===== src/verilog/pmtrp_pkg.sv =====
package pmtrp_pkg;
  // ******************************
  // Clock rates and MII clock divider
  // ******************************
  localparam int CLK_HZ = 40_000_000;
  localparam int MII_HZ_100 = 25_000_000;
  localparam int MII_HZ_10 = 2_500_000;
  // Half periods round down, never below one cycle
  localparam int HALF_100_I = CLK_HZ / (2 * MII_HZ_100);
  localparam int HALF_10_I = CLK_HZ / (2 * MII_HZ_10);
  localparam logic [3:0] HALF_100 =
    (HALF_100_I < 1) ? 4'h1 : 4'(HALF_100_I);
  localparam logic [3:0] HALF_10 =
    (HALF_10_I < 1) ? 4'h1 : 4'(HALF_10_I);

  // ******************************
  // Register map
  // ******************************
  localparam logic [11:0] REG_CTRL = 12'h000;
  localparam logic [11:0] REG_CFG = 12'h004;
  localparam logic [11:0] REG_STAT = 12'h008;
  localparam int CTRL_LB_BIT = 14;
  localparam int CTRL_AN_BIT = 12;
  localparam int CTRL_DUP_BIT = 8;
  localparam int CFG_ECHO_DIS_BIT = 8;
  localparam logic [31:0] CTRL_RST = 32'h0000_1000;
  localparam logic [31:0] CFG_RST = 32'h0000_0000;
  localparam int ST_SPD = 0;
  localparam int ST_FDX = 1;
  localparam int ST_CRS = 2;
  localparam int ST_COL = 3;
  localparam int ST_TLB = 4;
  localparam int ST_ECHO = 5;

  // ******************************
  // Code groups and nibbles
  // ******************************
  localparam logic [4:0] CG_J = 5'h18;
  localparam logic [4:0] CG_K = 5'h11;
  localparam logic [4:0] CG_T = 5'h0D;
  localparam logic [4:0] CG_R = 5'h07;
  localparam logic [4:0] CG_H = 5'h04;
  localparam logic [4:0] CG_IDLE = 5'h1F;
  localparam logic [3:0] NIB_PRE = 4'h5;
  localparam logic [3:0] NIB_SFD = 4'hD;
  localparam logic [3:0] NIB_ERR = 4'h5;
  localparam logic [10:0] SCR_SEED = 11'h7FF;

  typedef enum logic [3:0] {
    T_IDLE = 4'h1, T_K = 4'h2, T_DATA = 4'h4, T_R = 4'h8
  } pmtrp_tx_state_t;
  typedef enum logic [3:0] {
    R_IDLE = 4'h1, R_K = 4'h2, R_DATA = 4'h4, R_END = 4'h8
  } pmtrp_rx_state_t;
endpackage


===== src/verilog/pmtrp_scr_if.sv =====
`timescale 1ns/100ps
`default_nettype none
interface pmtrp_scr_if;
  logic step;
  logic load;
  logic [4:0] din;
  logic [4:0] dout;
  modport scr (input step, input load, input din, output dout);
  modport user (output step, output load, output din, input dout);
endinterface
`default_nettype wire


===== src/verilog/pmtrp_scrambler.sv =====
`timescale 1ns/100ps
`default_nettype none
module pmtrp_scrambler
  import pmtrp_pkg::*;
(
  input wire logic pclk,
  input wire logic presetn,
  pmtrp_scr_if.scr s
);
  typedef struct packed {
    logic [10:0] lfsr;
  } pmtrp_scr_st_t;

  pmtrp_scr_st_t st_ff;
  pmtrp_scr_st_t nxt_st;

  // ******************************
  // Side-stream key, five bits per code group
  // ******************************
  // Load takes the key from an idle group, which is all ones unscrambled
  always_comb begin
    logic [10:0] k;
    logic [10:0] ld;
    logic [4:0] key;
    logic b;
    k = st_ff.lfsr;
    ld = st_ff.lfsr;
    key = 5'h00;
    b = 1'b0;
    for (int i = 0; i < 5; i++) begin
      b = k[10] ^ k[8];
      key[4 - i] = b;
      k = {k[9:0], b};
      ld = {ld[9:0], ~s.din[4 - i]};
    end
    s.dout = s.din ^ key;
    nxt_st = st_ff;
    if (s.load) begin
      nxt_st.lfsr = ld;
    end else if (s.step) begin
      nxt_st.lfsr = k;
    end
  end

  always_ff @(posedge pclk or negedge presetn) begin
    if (!presetn) begin
      st_ff.lfsr <= SCR_SEED;
    end else begin
      st_ff <= nxt_st;
    end
  end
endmodule
`default_nettype wire


===== src/verilog/pmtrp_path.sv =====
// Chosen here: the APB slave port and the address map.
`timescale 1ns/100ps
`default_nettype none
module pmtrp_path
  import pmtrp_pkg::*;
(
  input wire logic pclk,
  input wire logic presetn,
  input wire logic [11:0] paddr,
  input wire logic psel,
  input wire logic penable,
  input wire logic pwrite,
  input wire logic [31:0] pwdata,
  output logic [31:0] prdata,
  output logic pready,
  output logic pslverr,
  input wire logic link_speed_100,
  input wire logic link_full_duplex,
  output logic tx_clk,
  output logic rx_clk,
  input wire logic [3:0] txd,
  input wire logic tx_en,
  input wire logic tx_er,
  output logic [3:0] rxd,
  output logic rx_dv,
  output logic rx_er,
  output logic crs,
  output logic col,
  output logic [4:0] twisted_pair_tx_out,
  input wire logic line_rx_clk,
  input wire logic [4:0] line_rx_code
);
  typedef struct packed {
    logic [3:0] txd1;
    logic [3:0] txd2;
    logic ten1;
    logic ten2;
    logic ter1;
    logic ter2;
    logic lck1;
    logic lck2;
    logic lck3;
    logic [4:0] lc1;
    logic [4:0] lc2;
    logic [3:0] cnt;
    logic mclk;
    logic spd;
    logic rise1;
    logic rise2;
    pmtrp_tx_state_t tst;
    logic [4:0] raw;
    logic upd;
    logic [4:0] tout;
    pmtrp_rx_state_t rst;
    logic [3:0] prev;
    logic pv;
    logic pdv;
    logic per;
    logic [3:0] pd;
    logic [3:0] rxd;
    logic rxdv;
    logic rxer;
    logic lb;
    logic dup;
    logic an;
    logic echo_dis;
    logic [31:0] prdata;
    logic slverr;
  } pmtrp_st_t;

  pmtrp_st_t st_ff;
  pmtrp_st_t nxt_st;
  logic full;
  logic half;
  logic tlb;
  logic echo;
  logic tick;
  logic evt;
  logic tx_act;
  logic line_act;
  logic rx_act;
  logic [4:0] rsym;
  logic [4:0] rdec;

  // ******************************
  // 4B/5B coding
  // ******************************
  function automatic logic [4:0] enc4(input logic [3:0] n);
    logic [4:0] c;
    unique case (n)
      4'h0: c = 5'h1E;
      4'h1: c = 5'h09;
      4'h2: c = 5'h14;
      4'h3: c = 5'h15;
      4'h4: c = 5'h0A;
      4'h5: c = 5'h0B;
      4'h6: c = 5'h0E;
      4'h7: c = 5'h0F;
      4'h8: c = 5'h12;
      4'h9: c = 5'h13;
      4'hA: c = 5'h16;
      4'hB: c = 5'h17;
      4'hC: c = 5'h1A;
      4'hD: c = 5'h1B;
      4'hE: c = 5'h1C;
      4'hF: c = 5'h1D;
    endcase
    return c;
  endfunction

  // Decode by reverse search; bit 4 says the group was a data group
  function automatic logic [4:0] dec5(input logic [4:0] c);
    logic [4:0] r;
    r = 5'h00;
    for (int i = 0; i < 16; i++) begin
      if (enc4(4'(i)) == c) begin
        r = {1'b1, 4'(i)};
      end
    end
    return r;
  endfunction

  // ******************************
  // Scramblers
  // ******************************
  pmtrp_scr_if tsi ();
  pmtrp_scr_if rsi ();

  pmtrp_scrambler u_tx_scr (
    .pclk(pclk),
    .presetn(presetn),
    .s(tsi.scr)
  );

  pmtrp_scrambler u_rx_scr (
    .pclk(pclk),
    .presetn(presetn),
    .s(rsi.scr)
  );

  assign tsi.step = st_ff.upd & st_ff.spd;
  assign tsi.load = 1'b0;
  assign tsi.din = st_ff.raw;
  // Receive side relocks on every group other than J seen in R_IDLE, so noise between frames heals
  assign rsi.din = st_ff.lc2;
  assign rsi.load = evt & st_ff.spd & (st_ff.rst == R_IDLE) &
    (rsi.dout != CG_J);
  assign rsi.step = evt & st_ff.spd & ~rsi.load;
  assign rsym = rsi.dout;
  assign rdec = dec5(rsym);

  // ******************************
  // Modes and unclocked status
  // ******************************
  assign full = st_ff.an ? link_full_duplex : st_ff.dup;
  assign half = ~full;
  assign tlb = st_ff.lb & st_ff.dup & ~st_ff.an;
  assign echo = ~st_ff.spd & half & ~st_ff.echo_dis & ~tlb;
  assign tick = st_ff.rise2;
  assign evt = st_ff.lck2 & ~st_ff.lck3 & ~tlb;
  assign tx_act = st_ff.ten2 | (st_ff.tst != T_IDLE);
  assign line_act = st_ff.rst != R_IDLE;
  assign rx_act = line_act | (tlb & st_ff.ten2);
  assign crs = rx_act | (half & tx_act);
  assign col = half & tx_act & line_act;

  assign tx_clk = st_ff.mclk;
  assign rx_clk = st_ff.mclk;
  assign rxd = st_ff.rxd;
  assign rx_dv = st_ff.rxdv;
  assign rx_er = st_ff.rxer;
  assign twisted_pair_tx_out = st_ff.tout;
  assign prdata = st_ff.prdata;
  assign pready = psel & penable;
  assign pslverr = psel & penable & st_ff.slverr;

  always_comb begin
    logic [3:0] hs;
    logic fall;
    logic lp;
    logic [3:0] lp_d;
    logic lp_dv;
    logic lp_er;
    hs = st_ff.spd ? HALF_100 : HALF_10;
    fall = 1'b0;
    lp = 1'b0;
    lp_d = 4'h0;
    lp_dv = 1'b0;
    lp_er = 1'b0;
    nxt_st = st_ff;

    // ******************************
    // Input synchronisers
    // ******************************
    nxt_st.txd1 = txd;
    nxt_st.txd2 = st_ff.txd1;
    nxt_st.ten1 = tx_en;
    nxt_st.ten2 = st_ff.ten1;
    nxt_st.ter1 = tx_er;
    nxt_st.ter2 = st_ff.ter1;
    nxt_st.lck1 = line_rx_clk;
    nxt_st.lck2 = st_ff.lck1;
    nxt_st.lck3 = st_ff.lck2;
    nxt_st.lc1 = line_rx_code;
    nxt_st.lc2 = st_ff.lc1;

    // ******************************
    // MII clock generation
    // ******************************
    // Speed is taken only at a clock phase boundary: no runt phases
    nxt_st.rise1 = 1'b0;
    nxt_st.rise2 = st_ff.rise1;
    if (st_ff.cnt >= hs - 4'h1) begin
      nxt_st.cnt = 4'h0;
      nxt_st.mclk = ~st_ff.mclk;
      nxt_st.spd = link_speed_100;
      nxt_st.rise1 = ~st_ff.mclk;
      fall = st_ff.mclk;
    end else begin
      nxt_st.cnt = st_ff.cnt + 4'h1;
    end

    // ******************************
    // Transmit encoder
    // ******************************
    // Sync delay is two cycles, so the data before the rise is read here
    nxt_st.upd = tick;
    if (!st_ff.spd) begin
      nxt_st.tst = T_IDLE;
    end
    if (tick) begin
      if (!st_ff.spd) begin
        nxt_st.raw = {st_ff.ten2, st_ff.txd2};
      end else begin
        unique case (st_ff.tst)
          T_IDLE: begin
            if (st_ff.ten2) begin
              nxt_st.raw = CG_J;
              nxt_st.tst = T_K;
            end else begin
              nxt_st.raw = CG_IDLE;
            end
          end
          T_K: begin
            nxt_st.raw = CG_K;
            nxt_st.tst = T_DATA;
          end
          T_DATA: begin
            if (st_ff.ten2) begin
              nxt_st.raw = st_ff.ter2 ? CG_H : enc4(st_ff.txd2);
            end else begin
              nxt_st.raw = CG_T;
              nxt_st.tst = T_R;
            end
          end
          T_R: begin
            nxt_st.raw = CG_R;
            nxt_st.tst = T_IDLE;
          end
        endcase
      end
    end
    if (st_ff.upd) begin
      if (tlb) begin
        nxt_st.tout = 5'h00;
      end else begin
        nxt_st.tout = st_ff.spd ? tsi.dout : st_ff.raw;
      end
    end

    // ******************************
    // Line receive
    // ******************************
    if (evt && st_ff.spd) begin
      unique case (st_ff.rst)
        R_IDLE: begin
          if (rsym == CG_J) begin
            nxt_st.rst = R_K;
            lp = 1'b1;
            lp_d = NIB_PRE;
            lp_dv = 1'b1;
          end
        end
        R_K: begin
          nxt_st.rst = R_DATA;
          lp = 1'b1;
          lp_dv = 1'b1;
          lp_d = NIB_PRE;
          if (rsym != CG_K) begin
            lp_d = NIB_ERR;
            lp_er = 1'b1;
          end
        end
        R_DATA: begin
          lp = 1'b1;
          if (rsym == CG_T || rsym == CG_IDLE) begin
            nxt_st.rst = (rsym == CG_T) ? R_END : R_IDLE;
          end else if (rdec[4]) begin
            lp_d = rdec[3:0];
            lp_dv = 1'b1;
          end else begin
            lp_d = NIB_ERR;
            lp_dv = 1'b1;
            lp_er = 1'b1;
          end
        end
        R_END: begin
          nxt_st.rst = R_IDLE;
        end
      endcase
    end else if (evt) begin
      // One nibble of delay lets the SFD's first nibble open the frame
      unique case (st_ff.rst)
        R_IDLE: begin
          if (st_ff.lc2[4]) begin
            nxt_st.rst = R_K;
          end
        end
        R_K: begin
          if (!st_ff.lc2[4]) begin
            nxt_st.rst = R_IDLE;
          end else if (st_ff.prev == NIB_PRE &&
                       st_ff.lc2[3:0] == NIB_SFD) begin
            nxt_st.rst = R_DATA;
            lp = 1'b1;
            lp_d = st_ff.prev;
            lp_dv = 1'b1;
          end
        end
        R_DATA: begin
          lp = 1'b1;
          lp_d = st_ff.prev;
          lp_dv = 1'b1;
          if (!st_ff.lc2[4]) begin
            nxt_st.rst = R_END;
          end
        end
        R_END: begin
          lp = 1'b1;
          nxt_st.rst = R_IDLE;
        end
      endcase
      nxt_st.prev = st_ff.lc2[3:0];
    end

    // ******************************
    // Receive nibble hand-off to the MII
    // ******************************
    // A single holding slot: a nibble not shown before the next arrives
    // is overwritten, so line and MII rates must match
    if (fall && st_ff.pv) begin
      nxt_st.pv = 1'b0;
      nxt_st.rxd = st_ff.pd;
      nxt_st.rxdv = st_ff.pdv;
      nxt_st.rxer = st_ff.per;
    end
    if (tick && (tlb || echo)) begin
      nxt_st.pv = 1'b1;
      nxt_st.pd = st_ff.txd2;
      nxt_st.pdv = st_ff.ten2;
      nxt_st.per = st_ff.ter2;
    end else if (lp && !echo) begin
      nxt_st.pv = 1'b1;
      nxt_st.pd = lp_d;
      nxt_st.pdv = lp_dv;
      nxt_st.per = lp_er;
    end

    // ******************************
    // APB registers
    // ******************************
    if (psel && !penable) begin
      nxt_st.slverr = 1'b0;
      nxt_st.prdata = 32'h0000_0000;
      unique case (paddr)
        REG_CTRL: begin
          nxt_st.prdata[CTRL_LB_BIT] = st_ff.lb;
          nxt_st.prdata[CTRL_AN_BIT] = st_ff.an;
          nxt_st.prdata[CTRL_DUP_BIT] = st_ff.dup;
        end
        REG_CFG: nxt_st.prdata[CFG_ECHO_DIS_BIT] = st_ff.echo_dis;
        REG_STAT: begin
          nxt_st.prdata[ST_SPD] = st_ff.spd;
          nxt_st.prdata[ST_FDX] = full;
          nxt_st.prdata[ST_CRS] = crs;
          nxt_st.prdata[ST_COL] = col;
          nxt_st.prdata[ST_TLB] = tlb;
          nxt_st.prdata[ST_ECHO] = echo;
        end
        default: nxt_st.slverr = 1'b1;
      endcase
    end
    if (psel && penable && pwrite && !st_ff.slverr) begin
      if (paddr == REG_CTRL) begin
        nxt_st.lb = pwdata[CTRL_LB_BIT];
        nxt_st.an = pwdata[CTRL_AN_BIT];
        nxt_st.dup = pwdata[CTRL_DUP_BIT];
      end else if (paddr == REG_CFG) begin
        nxt_st.echo_dis = pwdata[CFG_ECHO_DIS_BIT];
      end
    end
  end

  always_ff @(posedge pclk or negedge presetn) begin
    if (!presetn) begin
      st_ff <= '0;
      st_ff.tst <= T_IDLE;
      st_ff.rst <= R_IDLE;
      st_ff.raw <= CG_IDLE;
      st_ff.an <= CTRL_RST[CTRL_AN_BIT];
      st_ff.dup <= CTRL_RST[CTRL_DUP_BIT];
      st_ff.lb <= CTRL_RST[CTRL_LB_BIT];
      st_ff.echo_dis <= CFG_RST[CFG_ECHO_DIS_BIT];
    end else begin
      st_ff <= nxt_st;
    end
  end
endmodule
`default_nettype wire


===== config.mk =====
export PLATFORM = sky130hd
export DESIGN_NAME = pmtrp_path
export DESIGN_NICKNAME = d
export VERILOG_FILES = /design/src/verilog/pmtrp_pkg.sv /design/src/verilog/pmtrp_scr_if.sv /design/src/verilog/pmtrp_scrambler.sv /design/src/verilog/pmtrp_path.sv
export SDC_FILE = /design/constraint.sdc
export NUM_CORES = 1
export LEC_CHECK = 0
export BUFFER_PORTS_ARGS = -buffer_cell sky130_fd_sc_hd__buf_2
export CORE_MARGIN = 1.5
export CORE_UTILIZATION = 40
export DETAILED_ROUTE_END_ITERATION = 10
export REMOVE_ABC_BUFFERS = 1
export SLEW_MARGIN = 20
export SYNTH_ARGS = -nofsm -noshare
export SYNTH_HDL_FRONTEND = slang
export SYNTH_SLANG_ARGS = --single-unit

===== constraint.sdc =====
create_clock -name pclk -period 2.8 [get_ports pclk]
set_input_delay 0.56 -clock pclk [delete_from_list [all_inputs] [get_ports pclk]]
set_output_delay 0.56 -clock pclk [all_outputs]
set_load 0.005 [all_outputs]

-- After elaboration in Yosys (flattened, before gate mapping)
Memories as Yosys holds them, arrays and structs flattened.
Index checks and enable logic that the tools add are counted.
- output and inout port bits: 49
- memories kept: 1
- register bits after elaboration: 105
- input bits: 63
- bits in read-only memories: 80
- reductions and logical operators: 26
- equality and inequality tests: 40
- bitwise logic cells: 47
- add/subtract/negate cells: 2
- multiplexer cells: 80
- magnitude comparators: 1
- memories (name ; words ; bits a word ; read ports ; clocked after Yosys merged registers in ; write ports ; line ; source):
    (name not given) ; 16 ; 5 ; 1 ; 0 ; 0 ; pmtrp_path.sv:90 ; unique case (n)
- operators by type and width (operator ; count):
    5-bit 2-to-1 mux ; 21
    4-bit 2-to-1 mux ; 20
    5-bit == test, first input constant ; 11
    9-bit case mux with 4 select lines ; 1
    4-bit case mux with 4 select lines ; 2
    4-bit by 5-bit == test with 1-bit output, first input constant ; 5
    11-bit 2-to-1 mux ; 2
    1-bit 2-to-1 mux ; 19
    1-bit AND ; 17
    1-bit NOT ; 15
    7-bit 2-to-1 mux ; 2
    12-bit by 3-bit == test with 1-bit output, second input constant ; 1
    12-bit by 4-bit == test with 1-bit output, second input constant ; 1
    4-bit by 3-bit == test with 1-bit output, second input constant ; 3
    4-bit == test, second input constant ; 3
    12-bit logical NOT ; 1
    4-bit case mux with 3 select lines ; 1
    5-bit == test, second input constant ; 2
    5-bit != test, second input constant ; 2
    1-bit case mux with 2 select lines ; 5
    1-bit XOR ; 10
    5-bit XOR ; 2
    1-bit logical AND ; 9
    9-bit 2-to-1 mux ; 1
    other kinds (25) ; 40

-- Depth between registers and ports, before layout
Gate-level depths: netlist (run 1).
- depth after elaboration: 25
- mapped depth: 11
- mapped depth without buffers: 8

-- Hierarchy
A second synthesis (run 1) with hierarchy kept.
- cell total of the unflattened synthesis: 504
- area, all modules: 5416.4 um^2
- by module, submodules not included (module ; cells each ; seq. area each (um^2) ; times used ; area each (um^2)):
    pmtrp_path ; 422 ; 2087.0 ; 1 ; 4302.9
    pmtrp_scrambler ; 41 ; 289.0 ; 2 ; 556.8

-- Worst setup path before layout (run 1)
No wires, ideal clock.
- path type: reg-to-reg
- start: register st_ff[75] in the netlist's numbering
- end: register st_ff (netlist bit rx_dv)
- cell stages (with the launch flop): 11
- setup slack: 0.143 ns
- arrival time: 2.532 ns
- period minus slack after synthesis: 2.657 ns
- buffers on the path: 3
- path through: dfrtp_1 clkbuf_1 inv_2 clkbuf_1 ha_1 nand2b_1 a21o_1 a211o_1 clkbuf_1 nand3_1 mux2_2
- word-level cells in the longest chain between the ends: 5
- RTL lines (what ; line ; source):
    from (decl) ; pmtrp_path.sv:71 ; pmtrp_st_t st_ff;
    from (signal assigned) ; pmtrp_path.sv:415 ; st_ff <= nxt_st;
    4-bit 2-to-1 mux ; pmtrp_path.sv:184 ; hs = st_ff.spd ? HALF_100 : HALF_10;
    4-bit by 1-bit subtractor with 4-bit output ; pmtrp_path.sv:213 ; if (st_ff.cnt >= hs - 4'h1) begin
    4-bit >= comparator ; pmtrp_path.sv:213 ;
    1-bit 2-to-1 mux ; pmtrp_path.sv:213 ;
    1-bit logical AND ; pmtrp_path.sv:351 ; if (fall && st_ff.pv) begin
No other way between the ends.
A chain may end at the register's enable or synchronous reset.

-- Worst setup path in the final report (run 1)
- start: register st_ff[54] in the netlist's numbering
- end: output crs
- word-level cells in the longest chain between the ends: 3
- RTL lines (what ; line ; source):
    4-bit by 1-bit != test with 1-bit output ; pmtrp_path.sv:162 ; assign line_act = st_ff.rst != R_IDLE;
    1-bit OR ; pmtrp_path.sv:163 ; assign rx_act = line_act | (tlb & st_ff.ten2);
    1-bit OR ; pmtrp_path.sv:164 ; assign crs = rx_act | (half & tx_act);
    to (decl) ; pmtrp_path.sv:27 ; output logic crs,
No other way between the ends.

==> impl_metrics.csv, run 1 <==
group,metric,value,unit
setup_path,cpMaxStageDelayCell,"sky130_fd_sc_hd__or4b_1",
drt,vias,3631,
setup_path,crit_path_start,"st_ff[54]$_DFFE_PN1P_",
setup_path,critical_path.reg2reg.startpoint,"u_rx_scr.st_ff[7]$_DFFE_PN1P_",
die,dieWidth,118.7,microns
finish,area_growth_syn_to_fin,11.11,%
place,place.port_buffers,59,
pwr,irDropWorstVdd,0.0003022,V
synthesis,ys_warn_count,0,
timing,final_period_minus_worst_setup_slack,2.559,ns
drt,route.detailed.drc,0,
clocking,path_clk_slew,0.08,ns
drt,wl_per_cell,14.06,microns
clocking,cts_resized,0,
setup_path,path_class,"flop to output pin",
timing,setup_tns,0,ns
job,drv_cap,0,
setup_path,endpoint_kind,"output pin",
setup_path,critPathLaunchType,"flop",
status,outcome,"finished clean",
place,placement.cell_area,5627,sq um
timing,setup_viol_count_final,0,
die,ioPinCount,112,
die,design.die.area,14100,sq um
drt,detail_route.first_pass.iterations,4,
die,fp.coreArea,13140,sq um
finish,final_common_cell,"sky130_fd_sc_hd__dfrtp_1",
place,detail_placement_hpwl,7425,microns
synthesis,synth_async_sr_flop_share,100.0,%
timing,hold_viol,0,
timing,max-slew-margin-rel,55.12,%
setup_path,crit_path_cell_trace,"or4b_1, a211o_1, buf_2",
grt,grt_antenna_before_repair,0,
finish,finalNonFillerCells,730,
pwr,total_leakage_power,0.002702,uW
grt,first_global_vias,3540,
timing,max_slew.worst_pin.slew,0.6670,ns
finish,post-route-cell-area,5954,sq um
drt,detail_route.wirelength,10260,microns
setup_path,crit_fanout,9,
clocking,cts-buffers-inserted,9,
grt,grt_max_degree,42,
clocking,cts_hold_buffers,0,
worst_hold_path,holdCritPathClass,"primary input to asynchronous set/reset pin",
finish,finish.net_count,616,
pwr,power.density_cell_area,898.4,nW/um^2
place,place.gp.congestion,0.8766,
clocking,htree_num_levels,3,
finish,post-route-util,45.32,%
grt,global_route.usage.total,15.84,%
clocking,worst_skew_pair.late_latency,0.36,ns
timing,worst_clock_skew,0.01194,ns
die,die_h,118.7,microns
die,initial_utilization,40.79,%
timing,setup_repair_after_global_routing_missed_its_margin,"false",
clocking,clock-root-buffer,"sky130_fd_sc_hd__clkbuf_16",
synthesis,yosys_most_used_dff,"sky130_fd_sc_hd__dfrtp_1",
place,dp_cells,714,
synthesis,ys_seq_elements,105,
timing,slew_viol_final,0,
clocking,clkSinkCount,105,
synthesis,yosysSeqAreaShare,49.73,%
timing,maxClockFrequency,390.7,MHz
die,floorplan.rows,42,
timing,timing.final.crit_share,91.41,%
finish,antenna_cells_inserted,0,
synthesis,synth-edff-count,0,
place,pre_cts_slack,0.3280,ns
grt,grt_pass1_wl,17600,microns
synthesis,ys_types,64,
clocking,cts_tree,"yes",
synthesis,post_synth.cell_area_avg,10.45,sq um
synthesis,synth_area,5359,sq um
drt,drt_first_iter_violations,206,
clocking,clock_tree.buffer_depth,2,
grt,globalRouteOverflowTotal,0,
synthesis,syn-instance-count,513,
setup_path,worstPathArrival,2.00,ns
drt,final_antenna_net_count,0,
setup_path,cp_slowest_stage_delay,0.61,ns
timing,final_worst_setup_slack,0.2406,ns
clocking,post-cts-setup-buffers,0,
finish,mostFrequentLayoutCells,"sky130_fd_sc_hd__dfrtp_1 (75), sky130_fd_sc_hd__buf_2 (58), sky130_fd_sc_hd__nand2_1 (55)",
setup_path,worstPathRequired,2.24,ns
drt,avgViaCountPerCell,4.974,
finish,layout-drive-gt1-share,27.44,%
report_power, final:
| part | switching (uW) | internal, uW | total, uW |
|---|---|---|---|
| logic | 887 | 866 | 1750 |
| clock network | 576 | 792 | 1370 |
| registers | 314 | 1910 | 2230 |
worst paths after layout:
path | depth (start not counted) | slack [ns] | end
max in group asynchronous | 2 | 1.86 | st_ff[51]$_DFFE_PN0P_
worst min register to register | 0 | 0.35 | rsi.din[2]$_DFF_PN0_
worst max-delay path | 3 | 0.24 | crs
worst max register to register | 6 | 0.31 | st_ff[55]$_DFFE_PN0P_
worst min-delay path | 1 | 0.17 | st_ff[47]$_DFFE_PN0P_
min in group pclk | 1 | 0.30 | nxt_st[98]$_DFF_PN0_
cell families after synthesis:
kind of cell / after synthesis / share of synthesized area (%)
simple gates: 151 / 13.94
flops: 105 / 49.73
compound gates: 98 / 12.16
buf+inv: 93 / 9.783
xor+xnor: 33 / 7.541
mux: 27 / 5.650
fa+ha+maj: 5 / 1.121
other cells: 1 / 0.06998
critical path: cells and delay by family (launching register included):
family,cells,cell delay (ns)
AND/OR/NAND/NOR,1,0.61
AO/OA/AOI/OAI,1,0.30
buffers and inverters,1,0.14
flip-flops,1,0.60
layer usage:
layer | GRT usage [%] | part of all wire (%) | up-vias | routed length, microns
li1 | - | - | 1776 | -
met1 | 22.32 | 49 | 1747 | 5027
met2 | 23.51 | 43 | 95 | 4456
met3 | 3.041 | 5.5 | 13 | 561
met4 | 7.530 | 2.1 | 0 | 216
met5 | 0 | 0 | - | 0
stage by stage:
stage / hold slack [ns] / power, uW
2_1_floorplan: 0.2644 / 3430
3_3_place_gp: 0.3339 / 3945
3_5_place_dp: 0.3347 / 4005
4_1_cts: 0.1678 / 5403
5_1_grt: 0.1984 / 5719
6_report: 0.1742 / 5350
state kept, by name, summed over array words and instances, names as in the netlist:
signal	flops
tsi.din	5
u_rx_scr.st_ff	11
u_tx_scr.st_ff	11
tick	1
rxd	4
rx_clk	1
prdata	9
twisted_pair_tx_out	5
rx_dv	1
rx_er	1
st_ff	37
rsi.din	5
nxt_st	14
synth_stat cells (3+ instances only):
cell type,instances,area [sq um]
sky130_fd_sc_hd__dfrtp_1,75,1877
sky130_fd_sc_hd__nand2_1,55,206.5
sky130_fd_sc_hd__buf_4,42,315.3
sky130_fd_sc_hd__nor2_1,37,138.9
sky130_fd_sc_hd__dfstp_2,30,788.3
sky130_fd_sc_hd__o21ai_0,29,145.1
sky130_fd_sc_hd__mux2_2,26,292.8
sky130_fd_sc_hd__clkbuf_1,24,90.09
sky130_fd_sc_hd__inv_1,22,82.58
sky130_fd_sc_hd__a21oi_1,18,90.09
sky130_fd_sc_hd__xnor2_1,18,157.7
sky130_fd_sc_hd__nand3_1,11,55.05
sky130_fd_sc_hd__and3_1,7,43.79
sky130_fd_sc_hd__nor3_1,7,35.03
sky130_fd_sc_hd__xor2_1,7,61.31
sky130_fd_sc_hd__a221o_1,6,60.06
sky130_fd_sc_hd__nor4b_1,5,43.79
sky130_fd_sc_hd__o221ai_1,5,43.79
sky130_fd_sc_hd__o22ai_1,5,31.28
sky130_fd_sc_hd__a211oi_1,4,30.03
sky130_fd_sc_hd__ha_1,4,50.05
sky130_fd_sc_hd__nand2b_1,4,25.02
sky130_fd_sc_hd__xnor3_1,4,90.09
sky130_fd_sc_hd__xor3_1,4,95.09
sky130_fd_sc_hd__a211o_1,3,26.28
sky130_fd_sc_hd__a22o_1,3,26.28
sky130_fd_sc_hd__and2_1,3,18.77
sky130_fd_sc_hd__nor2b_1,3,18.77
sky130_fd_sc_hd__nor4_1,3,18.77
cell type report:
type | count | area (sq um)
Inverter | 23 | 86.33
Timing Repair Buffer | 73 | 402.9
Fill cell | 1274 | 7183
Clock inverter | 7 | 102.6
Multi-Input combinational cell | 337 | 2252
Tap cell | 176 | 220.2
Sequential cell | 105 | 2665
Clock buffer | 9 | 225.2
(Power assumes the default switching activity.)
==> run 2: changes to the inputs <==
CTS_CLUSTER_DIAMETER = 50   (was unset)
SYNTH_HIERARCHICAL = 1   (was unset)
==> impl_metrics.csv, run 2 <==
group,metric,value,unit
pwr,total_power,5727,uW
timing,timing.final.crit_share,95.92,%
grt,globalRouteOverflowTotal,0,
die,fp.coreArea,13240,sq um
clocking,worst_skew_pair.late_latency,0.35,ns
setup_path,endpoint_kind,"output pin",
finish,layout-drive-gt1-share,29.14,%
timing,worst_clock_skew,0.006799,ns
timing,hold_viol,0,
synthesis,post_synth.cell_area_avg,10.75,sq um
synthesis,ys_warn_count,6,
die,initial_utilization,40.90,%
clocking,path_clk_slew,0.07,ns
synthesis,netlist.area_leader.share,34.65,%
grt,first_global_vias,3560,
synthesis,synth.largest_area_cell,"sky130_fd_sc_hd__dfrtp_1",
timing,maxClockFrequency,372.3,MHz
synthesis,yosysSeqAreaShare,49.20,%
setup_path,path_class,"flop to output pin",
grt,grt_max_degree,74,
timing,setup_repair_after_global_routing_missed_its_margin,"false",
clocking,clkSinkCount,105,
finish,num-fill-cells,1268,
die,design.die.area,14250,sq um
drt,detail_route.first_pass.iterations,4,
finish,largest_register_ffs,37,
drt,final_antenna_net_count,0,
clocking,cts_tree,"yes",
clocking,clock_tree.buffer_depth,2,
die,die_h,119.4,microns
synthesis,ys_seq_elements,105,
setup_path,crit_fanout,10,
place,dp_cells,716,
finish,max_flop_register,"st_ff",
clocking,htree_num_levels,3,
die,ioPinCount,112,
drt,wl_per_cell,14.28,microns
clocking,cts_hold_buffers,0,
synthesis,synth_most_common_cell,"sky130_fd_sc_hd__dfrtp_1",
timing,final_worst_setup_slack,0.1143,ns
status,outcome,"finished clean",
drt,vias,3676,
setup_path,worstPathRequired,2.24,ns
place,pre_cts_slack,0.3059,ns
finish,finish.net_count,618,
synthesis,syn-instance-count,504,
place,detail_placement_hpwl,7512,microns
job,drv_cap,0,
finish,mostFrequentLayoutCells,"sky130_fd_sc_hd__dfrtp_1 (75), sky130_fd_sc_hd__buf_2 (58), sky130_fd_sc_hd__nand2_1 (40)",
finish,antenna_cells_inserted,0,
clocking,clock-root-buffer,"sky130_fd_sc_hd__clkbuf_16",
synthesis,synth-edff-count,0,
timing,setup_viol_count_final,0,
place,place.gp.congestion,0.9218,
grt,global_route.usage.total,15.65,%
die,dieWidth,119.4,microns
drt,route.detailed.drc,0,
timing,final_period_minus_worst_setup_slack,2.686,ns
setup_path,worstPathArrival,2.13,ns
pwr,total_leakage_power,0.002745,uW
synthesis,synth_common_cells,"sky130_fd_sc_hd__dfrtp_1 (75), sky130_fd_sc_hd__buf_4 (42), sky130_fd_sc_hd__nand2_1 (40)",
drt,avgViaCountPerCell,5.022,
die,floorplan.rows,42,
finish,finalNonFillerCells,732,
clocking,cts_resized,0,
pwr,power.density_cell_area,952.0,nW/um^2
place,place.port_buffers,59,
grt,grt_pass1_wl,17550,microns
finish,area_growth_syn_to_fin,11.06,%
synthesis,synth_area,5416,sq um
clocking,cts-buffers-inserted,9,
timing,max-slew-margin-rel,55.20,%
synthesis,post_synth_main_area_contributors,"sky130_fd_sc_hd__dfrtp_1 (35%), sky130_fd_sc_hd__dfstp_2 (15%), sky130_fd_sc_hd__buf_4 (5.8%)",
setup_path,critPathLaunchType,"flop",
timing,setup_tns,0,ns
synthesis,ys_types,70,
drt,detail_route.wirelength,10460,microns
timing,max_slew.worst_pin.slew,0.6626,ns
synthesis,yosys_most_used_dff,"sky130_fd_sc_hd__dfrtp_1",
clocking,post-cts-setup-buffers,0,
synthesis,synth_async_sr_flop_share,100.0,%
drt,drt_first_iter_violations,286,
grt,grt_antenna_before_repair,0,
timing,slew_viol_final,0,
finish,final_common_cell,"sky130_fd_sc_hd__dfrtp_1",
worst_hold_path,holdCritPathClass,"primary input to asynchronous set/reset pin",
pwr,irDropWorstVdd,0.0004540,V
[run 2: changes by cell type after synthesis, sizes merged, moves of 6 or more]
| cell | previous run | this run |
|---|---|---|
| a21oi | 18 | 12 |
| clkbuf | 24 | 16 |
| nand2 | 55 | 40 |
| nor2b | 3 | 17 |
| xnor2 | 18 | 9 |
| xor2 | 7 | 19 |
[run 2: area by class of cell]
type / count / area, sq um / share of cell area, %
multi-input combinational: 346 / 2372 / 39.43
tap: 176 / 220.2 / 3.661
inverter: 19 / 71.32 / 1.186
timing repair buffer: 70 / 392.9 / 6.531
sequential: 105 / 2665 / 44.30
clock inverter: 5 / 61.31 / 1.019
clock buffer: 11 / 232.7 / 3.869
[run 2: cells by family (layout without fill, tap and decap cells)]
kind of cell / Yosys count / count (layout) / share of synthesized area [%]
multiplexers: 33 / 33 / 7.022
AO/OA/AOI/OAI: 92 / 92 / 12.78
other: 1 / 32 / 0.06923
XOR/XNOR: 28 / 28 / 4.528
buffers and inverters: 84 / 105 / 9.147
adder cells (fa/ha/maj): 4 / 4 / 0.9240
AND/OR/NAND/NOR: 157 / 157 / 16.33
flip-flops: 105 / 105 / 49.20
[run 2: path summary, 6_finish.rpt]
check | from | end | slack (ns) | cells after the start
max in group asynchronous | presetn | u_tx_scr/st_ff[4]$_DFFE_PN1P_ | 1.89 | 2
worst min-delay path | presetn | nxt_st[92]$_DFF_PN0_ | 0.16 | 1
worst max-delay path | st_ff[54]$_DFFE_PN1P_ | crs | 0.11 | 3
worst max register to register | u_rx_scr/st_ff[7]$_DFFE_PN1P_ | st_ff[45]$_DFFE_PN0P_ | 0.29 | 9
min in group pclk | line_rx_code[3] | nxt_st[84]$_DFF_PN0_ | 0.31 | 1
worst min register to register | nxt_st[96]$_DFF_PN0_ | st_ff[96]$_DFF_PN0_ | 0.35 | 0
[run 2: metal layers]
metal | share of wire [%] | vias up | track usage [%] | routed length (microns)
li1 | - | 1790 | - | -
met1 | 49 | 1778 | 22.56 | 5122
met2 | 44 | 98 | 22.94 | 4651
met5 | 0 | - | 0 | 0
met3 | 5.3 | 10 | 3.831 | 549
met4 | 1.3 | 0 | 5.506 | 133
[run 2: where the power goes]
part | switching [uW] | internal (uW)
Clock | 556 | 701
Combinational | 1100 | 980
Sequential | 355 | 2040
Total | 2010 | 3720
[run 2: metrics by stage]
stage | hold slack (ns) | util (%) | area (sq um)
3_5_place_dp | 0.3355 | 43.21 | 5722
2_1_floorplan | 0.2644 | - | 5109
5_1_grt | 0.1820 | 45.43 | 6016
4_1_cts | 0.1613 | 45.43 | 6016
3_3_place_gp | 0.3328 | 43.21 | 5722
6_report | 0.1563 | 45.43 | 6016
[run 2: critical path, stage by stage, from the launching register on]
cell	delay [ns]
sky130_fd_sc_hd__dfstp_2	0.64
sky130_fd_sc_hd__or4b_1	0.53
sky130_fd_sc_hd__or3_1	0.45
sky130_fd_sc_hd__buf_2	0.15
==> run 3: changes to the inputs <==
ABC_AREA = 1   (was unset)
CORE_UTILIZATION = 45   (was 40)
PLACE_DENSITY = 0.7   (was unset)
==> impl_metrics.csv, run 3 <==
group,metric,value,unit
setup_path,path_class,"flop to flop",
pwr,comb_power_share,34.4,%
finish,antenna_cells_inserted,0,
grt,grt_antenna_before_repair,0,
finish,layout-drive-gt1-share,18.84,%
place,place.gp.congestion,0.9114,
synthesis,yosys_most_used_dff,"sky130_fd_sc_hd__dfrtp_1",
die,dieWidth,113.8,microns
synthesis,ys_seq_elements,105,
pwr,irDropWorstVdd,0.0003829,V
setup_path,cp_top_family,"simple AND/OR/NAND/NOR gates",
timing,worst_clock_skew,0.008018,ns
pwr,clkPwrFrac,22.6,%
clocking,cts_tree,"yes",
setup_path,endpoint_kind,"flop",
setup_path,worstPathArrival,2.68,ns
timing,final_period_minus_worst_setup_slack,2.402,ns
pwr,power.internal,3434,uW
synthesis,synth.largest_area_cell,"sky130_fd_sc_hd__dfrtp_1",
timing,maxClockFrequency,416.3,MHz
clocking,clock_tree.buffer_depth,2,
setup_path,cpMaxStageDelayCell,"sky130_fd_sc_hd__dfstp_2",
drt,vias,4495,
setup_path,critical_path.most_common_cell,"sky130_fd_sc_hd__nand2_1",
worst_hold_path,holdCritPathClass,"primary input to asynchronous set/reset pin",
setup_path,crit_path_cell_trace,"inv_1, nand2_1, nand3b_1, nand2_1, inv_2, nor2_4, nand3_2, nand4_1, nor2_4, nor2_1, inv_1, nor2_1, nand3_1, nand2_1",
grt,grt_pass1_wl,19240,microns
drt,wl_per_cell,12.59,microns
synthesis,netlist.area_leader.share,33.98,%
grt,globalRouteOverflowTotal,0,
finish,max_flop_register,"st_ff",
clocking,worst_skew_pair.late_latency,0.34,ns
die,initial_utilization,45.98,%
clocking,htree_num_levels,3,
setup_path,critPathLaunchType,"flop",
drt,avgViaCountPerCell,5.051,
die,floorplan.rows,40,
clocking,post-cts-setup-buffers,0,
pwr,power.share.switching,38.12,%
synthesis,synth_common_cells,"sky130_fd_sc_hd__nand2_1 (177), sky130_fd_sc_hd__nor2_1 (80), sky130_fd_sc_hd__dfrtp_1 (75)",
timing,hold_viol,0,
synthesis,ys_warn_count,6,
finish,finish.net_count,805,
finish,num-fill-cells,1145,
place,place.port_buffers,59,
clocking,clkSinkCount,105,
place,detail_placement_hpwl,8314,microns
setup_path,critical_path_buffers_and_inverters,3,
finish,mostFrequentLayoutCells,"sky130_fd_sc_hd__nand2_1 (177), sky130_fd_sc_hd__nor2_1 (80), sky130_fd_sc_hd__dfrtp_1 (75)",
job,drv_cap,0,
finish,largest_register_ffs,37,
finish,final_common_cell,"sky130_fd_sc_hd__nand2_1",
die,die_h,113.8,microns
drt,final_antenna_net_count,0,
synthesis,synth-edff-count,0,
timing,setup_repair_after_global_routing_missed_its_margin,"false",
timing,setup_tns,0,ns
drt,drt_first_iter_violations,256,
setup_path,crit_fanout,6,
die,ioPinCount,112,
grt,global_route.usage.total,18.41,%
status,outcome,"finished clean",
synthesis,yosysSeqAreaShare,48.26,%
clocking,cts_hold_buffers,0,
grt,first_global_vias,4172,
pwr,total_leakage_power,0.003088,uW
clocking,cts-buffers-inserted,9,
grt,grt_max_degree,51,
setup_path,worstPathRequired,3.08,ns
timing,max_slew.worst_pin.slew,0.5833,ns
place,dp_cells,874,
drt,route.detailed.drc,0,
synthesis,ys_types,43,
pwr,power.density_cell_area,912.8,nW/um^2
synthesis,synth_area,5523,sq um
setup_path,cp_slowest_stage_delay,0.54,ns
synthesis,syn-instance-count,687,
die,fp.coreArea,12010,sq um
synthesis,synth_most_common_cell,"sky130_fd_sc_hd__nand2_1",
timing,slew_viol_final,0,
drt,detail_route.wirelength,11200,microns
finish,area_growth_syn_to_fin,10.10,%
finish,finalNonFillerCells,890,
die,design.die.area,12950,sq um
drt,detail_route.first_pass.iterations,4,
synthesis,post_synth.cell_area_avg,8.039,sq um
synthesis,post_synth_main_area_contributors,"sky130_fd_sc_hd__dfrtp_1 (34%), sky130_fd_sc_hd__dfstp_2 (14%), sky130_fd_sc_hd__nand2_1 (12%)",
pwr,p_switching,2116,uW
clocking,cts_resized,0,
timing,timing.final.crit_share,85.78,%
clocking,clock-root-buffer,"sky130_fd_sc_hd__clkbuf_16",
clocking,path_clk_slew,0.07,ns
timing,max-slew-margin-rel,61.12,%
pwr,pwr-share-seq,43.0,%
synthesis,synth_async_sr_flop_share,100.0,%
timing,setup_viol_count_final,0,
## run 3: logic make-up after synthesis
group / after synthesis / synth area share (%)
AND/OR/NAND/NOR: 367 / 30.27
buffers and inverters: 128 / 12.05
flip-flops: 105 / 48.26
AO/OA/AOI/OAI: 81 / 8.292
adder cells (fa/ha/maj): 4 / 0.9062
XOR/XNOR: 1 / 0.1586
other: 1 / 0.06790
## run 3: power groups by stage
stage	combinational (uW)	clock (uW)	sequential [uW]
after floorplan	1370	0	2350
after global placement	1810	0	2390
after detailed placement	1890	0	2410
after CTS	1910	1290	2380
after global routing	2210	1350	2460
final	1910	1250	2390
## run 3: final cells by class
type	count	area (sq um)	area share (%)
repair buffers	64	347.8	5.720
clock buffers	11	232.7	3.827
multi-input cells	479	2286	37.59
flip-flops and latches	105	2665	43.83
well taps	147	183.9	3.025
clock inverters	5	65.06	1.070
inverters	79	300.3	4.938
## run 3: routing by layer
metal	wire length [microns]	GRT usage [%]	part of all wire [%]	up-vias
met3	650	3.082	5.8	10
met2	5016	29.96	45	163
li1	-	-	-	2243
met1	5405	25.57	48	2079
met4	129	5.167	1.2	0
met5	0	0	0	-
## run 3: final timing paths
path	from	end	cells after the start	slack, ns
max in group asynchronous	presetn	st_ff[80]$_DFF_PN0_	3	1.76
min in group pclk	txd[0]	nxt_st[98]$_DFF_PN0_	1	0.32
setup / recovery	u_rx_scr/st_ff[7]$_DFFE_PN1P_	u_rx_scr/st_ff[2]$_DFFE_PN1P_	14	0.40
setup reg to reg	u_rx_scr/st_ff[7]$_DFFE_PN1P_	u_rx_scr/st_ff[2]$_DFFE_PN1P_	14	0.40
hold reg to reg	nxt_st[83]$_DFF_PN0_	rsi.din[2]$_DFF_PN0_	0	0.35
hold / removal	presetn	twisted_pair_tx_out[2]$_DFFE_PN0P_	1	0.21
## run 3: per-stage QoR
step	hold WS (ns)	worst slack, ns	instance area [sq um]	util [%]	total power [uW]
final	0.2119	0.3981	6081	50.63	5551
after global routing	0.2611	0.2392	6081	50.63	6010
after CTS	0.2366	0.4316	6081	50.63	5589
after detailed placement	0.3347	0.4486	5783	48.15	4294
after global placement	0.3321	0.4964	5783	48.15	4205
after floorplan	0.2644	0.5517	5251	-	3714
